--- config.mk ---
export PLATFORM = sky130hd
export DESIGN_NAME = mxal_max_addr
export DESIGN_NICKNAME = d
export VERILOG_FILES = /design/src/logic/mxal_max_addr.v
export VERILOG_INCLUDE_DIRS = /design/src /design/src/inc
export SDC_FILE = /design/constraint.sdc
export NUM_CORES = 2
export LEC_CHECK = 0
export ABC_AREA = 1
export BUFFER_PORTS_ARGS = -buffer_cell sky130_fd_sc_hd__buf_2
export CORE_UTILIZATION = 59
export DETAILED_ROUTE_END_ITERATION = 8
export PLACE_DENSITY = 0.81
export SLEW_MARGIN = 25
export SYNTH_ARGS = -nofsm -noshare
export SYNTH_HDL_FRONTEND = slang
export SYNTH_SLANG_ARGS = --single-unit
--- constraint.sdc ---
create_clock -name clk_sys -period 84.8 [get_ports clk_sys]
set_input_delay 8.48 -clock clk_sys [delete_from_list [all_inputs] [get_ports clk_sys]]
set_output_delay 8.48 -clock clk_sys [all_outputs]
set_load 0.05 [all_outputs]
--- src/inc/mxal_defines.vh ---
// constants for the maximum-address-limit command block
// assumes a byte-wide task file and one command strobe per command
`ifndef MXAL_DEFINES_VH
`define MXAL_DEFINES_VH
`define MXAL_CMD_SET_MAX 8'hF9
`define MXAL_CMD_READ_MAX 8'hF8
`define MXAL_CMD_SET_FEAT 8'hEF
`define MXAL_FEAT_OFS_ON 8'h09
`define MXAL_FEAT_OFS_OFF 8'h89
`define MXAL_DH_LBA_BIT 6
`define MXAL_DH_DRV_BIT 4
`define MXAL_SC_PERSIST_BIT 0
`define MXAL_HEADS_BIG 8'h10
`define MXAL_HEADS_SMALL 8'h0F
`define MXAL_SPT_FIXED 8'h3F
`define MXAL_ERR_ABORTED_CMD_FLAG 2'h1
`define MXAL_ERR_IDNF 2'h2
`define MXAL_ERR_NONE 2'h0
`endif

--- src/logic/mxal_max_addr.v ---
// command logic for setting the highest accessible address and reading the native maximum
// assumes the host loads the task file before pulsing cmd_valid, and that
// the nonvolatile store is modelled by a register kept across soft reset
`timescale 1ns/1ps
`default_nettype none
`include "mxal_defines.vh"

module mxal_max_addr #(
	parameter NATIVE_MAX_LBA = 28'h0FFFFFF,
	parameter BIG_VARIANT = 1,
	parameter DRIVE_ID = 1'b0
) (
	// clock and reset
	input wire clk_sys,
	input wire rst,
	input wire hard_reset,
	// task file written by host
	input wire cmd_valid,
	input wire [7:0] cmd_code,
	input wire [7:0] command_subcode,
	input wire [7:0] count_and_persist_opt,
	input wire [7:0] addr_low_byte,
	input wire [7:0] addr_lower_mid_byte,
	input wire [7:0] addr_upper_mid_byte,
	input wire [7:0] drive_and_top_nibble,
	// current geometry from initialize device parameters
	input wire [7:0] cur_heads,
	input wire [7:0] sectors_per_track_now,
	// media access check
	input wire acc_valid,
	input wire [27:0] acc_first_lba,
	input wire [27:0] acc_last_lba,
	// command completion
	output reg done,
	output reg [1:0] err_code,
	output reg aborted_cmd_flag,
	output reg [7:0] ret_low_byte,
	output reg [7:0] ret_lower_mid_byte,
	output reg [7:0] ret_upper_mid_byte,
	output reg [7:0] ret_drive_and_top_nibble,
	// access verdict
	output reg acc_reject,
	// identify and state
	output reg [27:0] max_lba,
	output reg [15:0] ident_word1,
	output reg [15:0] ident_word54,
	output reg offset_mode
);

	localparam [7:0] HEADS = BIG_VARIANT ? `MXAL_HEADS_BIG :
		`MXAL_HEADS_SMALL;
	localparam [15:0] HS = HEADS * `MXAL_SPT_FIXED;
	localparam [7:0] HEAD_TOP = HEADS - 8'h01;

	reg [27:0] nv_max;
	reg nv_valid;
	reg nv_used;
	reg read_seen;
	reg vol_set;
	reg [27:0] next_lim;
	reg [1:0] next_err;
	reg [27:0] req_lim;
	reg [15:0] cyl;
	reg [15:0] cur_prod;
	reg [27:0] quot;
	reg [27:0] prod_lim;
	reg [15:0] cyl_top;
	reg [27:0] w1_full;
	reg [27:0] w54_full;

	wire first_drive = ~drive_and_top_nibble[`MXAL_DH_DRV_BIT];
	wire second_drive = drive_and_top_nibble[`MXAL_DH_DRV_BIT];
	wire sel = DRIVE_ID ? second_drive : first_drive;
	wire lba_mode = drive_and_top_nibble[`MXAL_DH_LBA_BIT];
	wire persist = count_and_persist_opt[`MXAL_SC_PERSIST_BIT];

	// --------------------------------------------------------------
	// decode of the requested limit
	// --------------------------------------------------------------
	always @* begin
		req_lim = 28'h0000000;
		quot = 28'h0000000;
		cyl = {addr_upper_mid_byte, addr_lower_mid_byte};
		if (lba_mode) begin
			req_lim = {drive_and_top_nibble[3:0], addr_upper_mid_byte,
				addr_lower_mid_byte, addr_low_byte};
			// round down to whole cylinders of the fixed geometry
			quot = (req_lim + 28'h0000001) / {12'h000, HS};
			cyl = quot[15:0];
		end
		prod_lim = {12'h000, cyl} * {12'h000, HS};
		next_lim = prod_lim - 28'h0000001;
		if (cyl == 16'h0000)
			next_lim = 28'h0000000;
		cyl_top = cyl - 16'h0001;
	end

	// --------------------------------------------------------------
	// verdict for the set command
	// --------------------------------------------------------------
	always @* begin
		next_err = `MXAL_ERR_NONE;
		if (!read_seen)
			next_err = `MXAL_ERR_ABORTED_CMD_FLAG;
		else if (persist && offset_mode)
			next_err = `MXAL_ERR_ABORTED_CMD_FLAG;
		else if (persist && nv_used)
			next_err = `MXAL_ERR_IDNF;
		else if (next_lim > NATIVE_MAX_LBA)
			next_err = `MXAL_ERR_ABORTED_CMD_FLAG;
	end

	// --------------------------------------------------------------
	// command execution
	// --------------------------------------------------------------
	always @(posedge clk_sys) begin
		if (rst || hard_reset) begin
			done <= 1'b0;
			err_code <= `MXAL_ERR_NONE;
			aborted_cmd_flag <= 1'b0;
			ret_low_byte <= 8'h00;
			ret_lower_mid_byte <= 8'h00;
			ret_upper_mid_byte <= 8'h00;
			ret_drive_and_top_nibble <= 8'h00;
			read_seen <= 1'b0;
			offset_mode <= 1'b0;
			if (hard_reset) begin
				vol_set <= 1'b0;
				nv_used <= 1'b0;
			end
		end else begin
			done <= 1'b0;
			if (cmd_valid && sel) begin
				done <= 1'b1;
				err_code <= `MXAL_ERR_NONE;
				aborted_cmd_flag <= 1'b0;
				read_seen <= 1'b0;
				case (cmd_code)
				`MXAL_CMD_READ_MAX: begin
					read_seen <= 1'b1;
					ret_drive_and_top_nibble <= {1'b1, lba_mode, 1'b1,
						drive_and_top_nibble[4], NATIVE_MAX_LBA[27:24]};
					ret_upper_mid_byte <= NATIVE_MAX_LBA[23:16];
					ret_lower_mid_byte <= NATIVE_MAX_LBA[15:8];
					ret_low_byte <= NATIVE_MAX_LBA[7:0];
				end
				`MXAL_CMD_SET_MAX: begin
					err_code <= next_err;
					aborted_cmd_flag <= (next_err == `MXAL_ERR_ABORTED_CMD_FLAG);
					if (next_err == `MXAL_ERR_NONE) begin
						vol_set <= 1'b1;
						if (persist) begin
							nv_used <= 1'b1;
						end
						if (lba_mode) begin
							ret_drive_and_top_nibble <= {1'b1, 1'b1, 1'b1,
								drive_and_top_nibble[4], next_lim[27:24]};
							ret_upper_mid_byte <= next_lim[23:16];
							ret_lower_mid_byte <= next_lim[15:8];
							ret_low_byte <= next_lim[7:0];
						end else begin
							ret_drive_and_top_nibble <= {1'b1, 1'b0, 1'b1,
								drive_and_top_nibble[4], HEAD_TOP[3:0]};
							ret_upper_mid_byte <= cyl_top[15:8];
							ret_lower_mid_byte <= cyl_top[7:0];
							ret_low_byte <= `MXAL_SPT_FIXED;
						end
					end
				end
				`MXAL_CMD_SET_FEAT: begin
					if (command_subcode == `MXAL_FEAT_OFS_ON) begin
						if (nv_valid)
							offset_mode <= 1'b1;
						else begin
							err_code <= `MXAL_ERR_ABORTED_CMD_FLAG;
							aborted_cmd_flag <= 1'b1;
						end
					end else if (command_subcode == `MXAL_FEAT_OFS_OFF)
						offset_mode <= 1'b0;
				end
				default: begin
				end
				endcase
			end
		end
	end

	// --------------------------------------------------------------
	// limit storage: the nonvolatile copy ignores both resets
	// --------------------------------------------------------------
	always @(posedge clk_sys) begin
		if (cmd_valid && sel && cmd_code == `MXAL_CMD_SET_MAX &&
			next_err == `MXAL_ERR_NONE && persist && !rst &&
			!hard_reset) begin
			nv_max <= next_lim;
			nv_valid <= 1'b1;
		end else if (nv_valid !== 1'b1) begin
			nv_max <= NATIVE_MAX_LBA;
			nv_valid <= 1'b0;
		end
	end

	reg [27:0] vol_max;
	always @(posedge clk_sys) begin
		// a soft reset keeps the volatile limit; only hard reset drops it
		if (hard_reset)
			vol_max <= 28'h0000000;
		else if (rst)
			vol_max <= vol_max;
		else if (cmd_valid && sel && cmd_code == `MXAL_CMD_SET_MAX &&
			next_err == `MXAL_ERR_NONE)
			vol_max <= next_lim;
	end

	// --------------------------------------------------------------
	// active limit, identify words and access checking
	// --------------------------------------------------------------
	always @* begin
		max_lba = vol_set ? vol_max : nv_max;
		cur_prod = {8'h00, cur_heads} * {8'h00, sectors_per_track_now};
		w1_full = max_lba / {12'h000, HS};
		ident_word1 = w1_full[15:0];
		w54_full = {12'h000, ident_word1};
		if (cur_prod == 16'h0000)
			w54_full = {12'h000, ident_word1};
		else if (lba_mode)
			w54_full = (max_lba + 28'h0000001) /
				{12'h000, cur_prod};
		else
			w54_full = ({12'h000, ident_word1} + 28'h0000001) *
				{12'h000, HS} / {12'h000, cur_prod};
		ident_word54 = w54_full[15:0];
	end

	always @(posedge clk_sys) begin
		if (rst)
			acc_reject <= 1'b0;
		else
			acc_reject <= acc_valid && (acc_first_lba > max_lba ||
				acc_last_lba > max_lba);
	end

endmodule // mxal_max_addr
`default_nettype wire

### Word level (Yosys, flattened, before mapping)

Cells that the tools add are included.

* bits in registers: 98
* input bits: 133
* output and inout bits: 98
* word-level logic and storage cells: 114

* $add $sub $neg: 5
* $mul: 3
* div/mod/pow operators: 4
* order comparisons: 3
* equal/unequal tests: 10
* mux-type cells: 44
* bitwise gates (word level): 2
* reductions and logical operators: 28

Operators with widths (number)
* two-way mux 28 bit: 4
* case mux 8 bit (2 select lines): 4
* adder 28 x 1 -> 28 bit (second input constant): 2
* divider 28 x 10 -> 28 bit (second input constant): 2
* divider 28 x 16 -> 28 bit: 2
* > comparator 28 bit: 2
* two-way mux 8 bit: 7
* two-way mux 16 bit: 3
* equality test 8 bit (second input constant): 4
* zero test 16 bit: 2
* > comparator 28 x 24 -> 1 bit (second input constant): 1
* subtractor 26 x 1 -> 27 bit (second input constant): 1
* multiplier 17 x 6 -> 23 bit (second input constant): 1
* multiplier 16 x 6 -> 22 bit (second input constant): 1
* two-way mux 1 bit: 20
* adder 16 x 1 -> 17 bit (second input constant): 1
* multiplier 8 x 8 -> 16 bit: 1
* subtractor 16 x 1 -> 16 bit (second input constant): 1
* nonzero test 2 bit: 7
* logical AND 1 bit: 9
* equality test 8 x 4 -> 1 bit (second input constant): 1
* AND reduction 4 bit: 2
* two-way mux 7 bit: 1
* two-way mux 2 bit: 3
* 13 further kinds: 17

### Longest topological paths before layout

* depth after elaboration: 17
* depth in mapped cells: 674
* depth with buffers taken out: 639

### Worst setup path after synthesis

No wires, ideal clock.

* kind: register to output
* start: reg vol_set
* end: out ident_word54[0]
* data arrival time: 84.556 ns
* data required time: 76.320 ns
* path slack: -8.236 ns
* cell stages (with the launch flop): 632
* cells stage by stage: edfxtp_1 buf_6 buf_8 buf_12 buf_8 o21ai_0 ha_1 inv_1 nor2_1 nand3_2 o21ai_0 nand3_2 nor2_4 nand2_2 nand2_2 nand3_2 inv_2 nand2_2 [... 596 more ...] o21ai_1 ha_1 nand2_1 o21ai_0 a21oi_1 o21bai_1 a21oi_1 o21bai_1 a21oi_1 o21ai_0 a21oi_1 nor2_1 a2111oi_0 nand3_1 nor2_1 nand2_1 nor2_1 nor2_1

* cells in the longest elaborated chain, start to end: 7

Ends and longest elaborated chain
* start, declared: RTL line mxal_max_addr.v:59 `reg vol_set;`
* start signal, assigned: RTL line mxal_max_addr.v:128 `vol_set <= 1'b0;`
* start signal, assigned: RTL line mxal_max_addr.v:151 `vol_set <= 1'b1;`
* two-way mux 28 bit: RTL line mxal_max_addr.v:219 `max_lba = vol_set ? vol_max : nv_max;`
* divider 28 x 10 -> 28 bit: RTL line mxal_max_addr.v:221 `w1_full = max_lba / {12'h000, HS};`
* named net ident_word1[15]: RTL line mxal_max_addr.v:45 `output reg [15:0] ident_word1,`
* adder 16 x 1 -> 17 bit: RTL line mxal_max_addr.v:230 `w54_full = ({12'h000, ident_word1} + 28'h0000001) *`
* multiplier 17 x 6 -> 23 bit: RTL line mxal_max_addr.v:230
* divider 28 x 16 -> 28 bit: RTL line mxal_max_addr.v:231 `{12'h000, HS} / {12'h000, cur_prod};`
* two-way mux 16 bit: RTL line mxal_max_addr.v:226 `else if (lba_mode)`
* two-way mux 16 bit: RTL line mxal_max_addr.v:224 `if (cur_prod == 16'h0000)`
* end, declared: RTL line mxal_max_addr.v:46 `output reg [15:0] ident_word54,`

The timed path passes the listed nets, and every way through them passes these cells.

### Worst setup path in the final report

* start: reg vol_set
* end: out ident_word54[0]

* cells in the longest elaborated chain, start to end: 7

Ends and longest elaborated chain (RTL line)
* two-way mux 28 bit (*): mxal_max_addr.v:219
* divider 28 x 10 -> 28 bit: mxal_max_addr.v:221
* adder 16 x 1 -> 17 bit: mxal_max_addr.v:230
* multiplier 17 x 6 -> 23 bit: mxal_max_addr.v:230
* divider 28 x 16 -> 28 bit: mxal_max_addr.v:231
* two-way mux 16 bit: mxal_max_addr.v:226
* two-way mux 16 bit (*): mxal_max_addr.v:224

Every way passes the cells marked *; elsewhere a longest branch is shown, timed or not.

==> reports/metrics.yaml <==
status: "complete, but fails checks"
violations: "negative setup slack"
synth_edf_count: 26
syn_area_per_cell_um2: 6.211
crit_path_start_kind: "register"
period_minus_slack_ns: 87.76
detail-route-antenna-nets: 0
place_inst: 7837
yosysUniqueCellTypes: 87
yosys_warnings: 0
synth.largest_area_cell: "ha_1"
drive_above_1_share_pct: 28.83
drv_cap: 0
relSlewSlack_pct: 37.30
cts_buffers: 9
yosys.area.top_type_share_pct: 15.75
seqCellArea_um2: 1962
syn2layout_area_growth_pct: 26.90
fin_nets: 8137
cts_tree: "built"
syn_inst: 6497
die_w_um: 263.5
h-tree-depth: 3
numPortBuffers: 221
cts_hold_buf: 0
dieArea_um2: 69450
routedWlPerCell_um: 17.26
multi_input_area_um2: 36540
fin_skew_ns: 0.007618
hold_viol: 0
floorplan.initialDensity_pct: 59.88
grt_setup_unrepaired: "yes"
critPathRequiredTime_ns: 76.32
hold_class: "register to register"
crit_fanout: 8
avgViaCountPerCell: 5.877
period_share_pct: 103.5
crit_type: "register to primary output"
cts.clk_slew.worst_paths_ns: 0.07
synth_area_leaders: "ha_1 (16%), nand2_1 (14%), inv_1 (9.2%)"
slowest_delay_ns: 0.50
ys_seq_area_share_pct: 4.862
wl_um: 142400
setup_viol: 2
ios: 231
ys_ff_latch: 85
synthFlopType: "dfxtp_1"
grtUsageTotal_pct: 34.66
arrival_ns: 79.28
fin_ws_ns: -2.957
diodes: 0
max_freq_ghz: 0.01140
syn-cell-area_um2: 40350
antenna_found_initial: 1
clock_path_buffers: 2
drc: 0
root_buffer: "clkbuf_16"
grt_pass1_vias: 42690
ys_async_sr_fraction_pct: 0
fin_cells: 8250
routed-via-count: 48490
hpwl_um: 99110
final_max_slew_viol_count: 0
yosysMostFrequentCell: "nand2_1"
timing.hold.ws_ns: 0.4505
core-area_um2: 67400
cts_sinks: 85
fin_util_pct: 75.99
die_y_um: 263.5
fillers: 4770
clk_latency_ns: 0.35
grt_pass1_wl_um: 202600
crit_path_frequent_cell: "a21oi_2"
drt-initial-drc-count: 4160
firstDrtPassIters: 6
grt_overflow: 0
rrSetupSlack_ns: 81.37
end_kind: "primary output"
crit_slowest_cell: "fa_2"
grt_max_degree: 57
gp_congestion: 0.9881
synth_common_cells: "nand2_1 (1523), inv_1 (989), ha_1 (508), nor2_1 (498), a21oi_1 (419)"
rows: 95
tightestPinTransition_ns: 0.9394
==> critical path: cells and delay by family, from the launching register on <==
kind            cells  cell delay, ns
compound gates    176           27.78
simple gates      260           27.12
buf+inv           139           13.51
fa+ha+maj          33            9.46
flops               1            0.45
xor+xnor            2            0.36
==> timing repair <==
item | 4_1_cts | 5_1_grt
pin swaps | 83 | 438
buffers inserted | 148 | 236
endpoints found under the setup margin | 2 | 4
gates resized for setup | 123 | 558
endpoints found under the hold margin | 0 | 0
gates cloned | 3 | 10
==> state kept, by name, summed over array words and instances (netlist names) <==
register / cells
offset_mode: 1
nv_used: 1
ret_upper_mid_byte: 8
nv_max: 24
acc_reject: 1
read_seen: 1
err_code: 2
vol_max: 24
ret_lower_mid_byte: 8
aborted_cmd_flag: 1
nv_valid: 1
ret_low_byte: 5
done: 1
ret_drive_and_top_nibble: 6
vol_set: 1
==> metrics by stage <==
step | setup slack, ns | cell area [um2] | TNS, ns
after global placement | -1.410 | 45170 | -1.410
after CTS | 0.004562 | 47090 | 0
final | -2.957 | 51210 | -3.981
after floorplan | -1.321 | 41180 | -1.321
after global routing | -7.636 | 51210 | -16.46
after detailed placement | -2.887 | 45180 | -3.588
==> cells by family after synthesis <==
family,after synthesis,share of synthesized area (%)
compound gates,1100,15.32
xor+xnor,340,7.379
simple gates,3145,38.05
other cells,1,0.009293
fa+ha+maj,632,21.90
buf+inv,1192,12.42
mux,2,0.04961
flops,85,4.862
==> metal layers <==
layer | vias to the layer above | part of all wire [%] | GRT usage (%)
met2 | 2533 | 47 | 60.66
met5 | - | 0.0091 | 0
li1 | 22940 | - | -
met4 | 2 | 6.4 | 13.40
met3 | 777 | 8.8 | 3.536
met1 | 22240 | 38 | 43.45
==> cell usage in the layout (no fill, tap or decap), types with 63 or more instances in the layout <==
| cell | count |
|---|---|
| nand2_1 | 1423 |
| inv_1 | 945 |
| buf_4 | 715 |
| ha_1 | 459 |
| nor2_1 | 438 |
| a21oi_1 | 311 |
| nand3_1 | 309 |
| o21ai_0 | 309 |
| nand2_2 | 239 |
| buf_2 | 219 |
| xor2_1 | 213 |
| nand4_1 | 128 |
| fa_1 | 121 |
| xnor2_1 | 112 |
| nand2_4 | 105 |
| a21oi_2 | 103 |
| inv_2 | 80 |
| nand3_2 | 72 |
| o21ai_1 | 70 |
| nor2_2 | 68 |
| or2_2 | 67 |
| o21ai_2 | 63 |
| nor2_4 | 63 |
==> layout make-up <==
cell class	count	share of cell area, %
Multi-Input combinational cell	5227	71.35
Timing Repair Buffer	971	13.67
Inverter	1073	8.302
Sequential cell	85	3.831
Tap cell	873	2.133
Clock buffer	9	0.4398
Clock inverter	7	0.2052
Timing Repair inverter	5	0.06108
==> final timing paths <==
check / from / endpoint / cells after the start
setup / recovery: vol_set / ident_word54[0] / 610
hold / removal: ret_drive_and_top_nibble[4] / ret_drive_and_top_nibble[4] / 2
setup reg to reg: vol_set / acc_reject / 15
hold reg to reg: ret_drive_and_top_nibble[4] / ret_drive_and_top_nibble[4] / 2
Power is left out: the tool's default activity adds up to more than one toggle a clock period on the data nets, which glitch-free logic cannot reach.
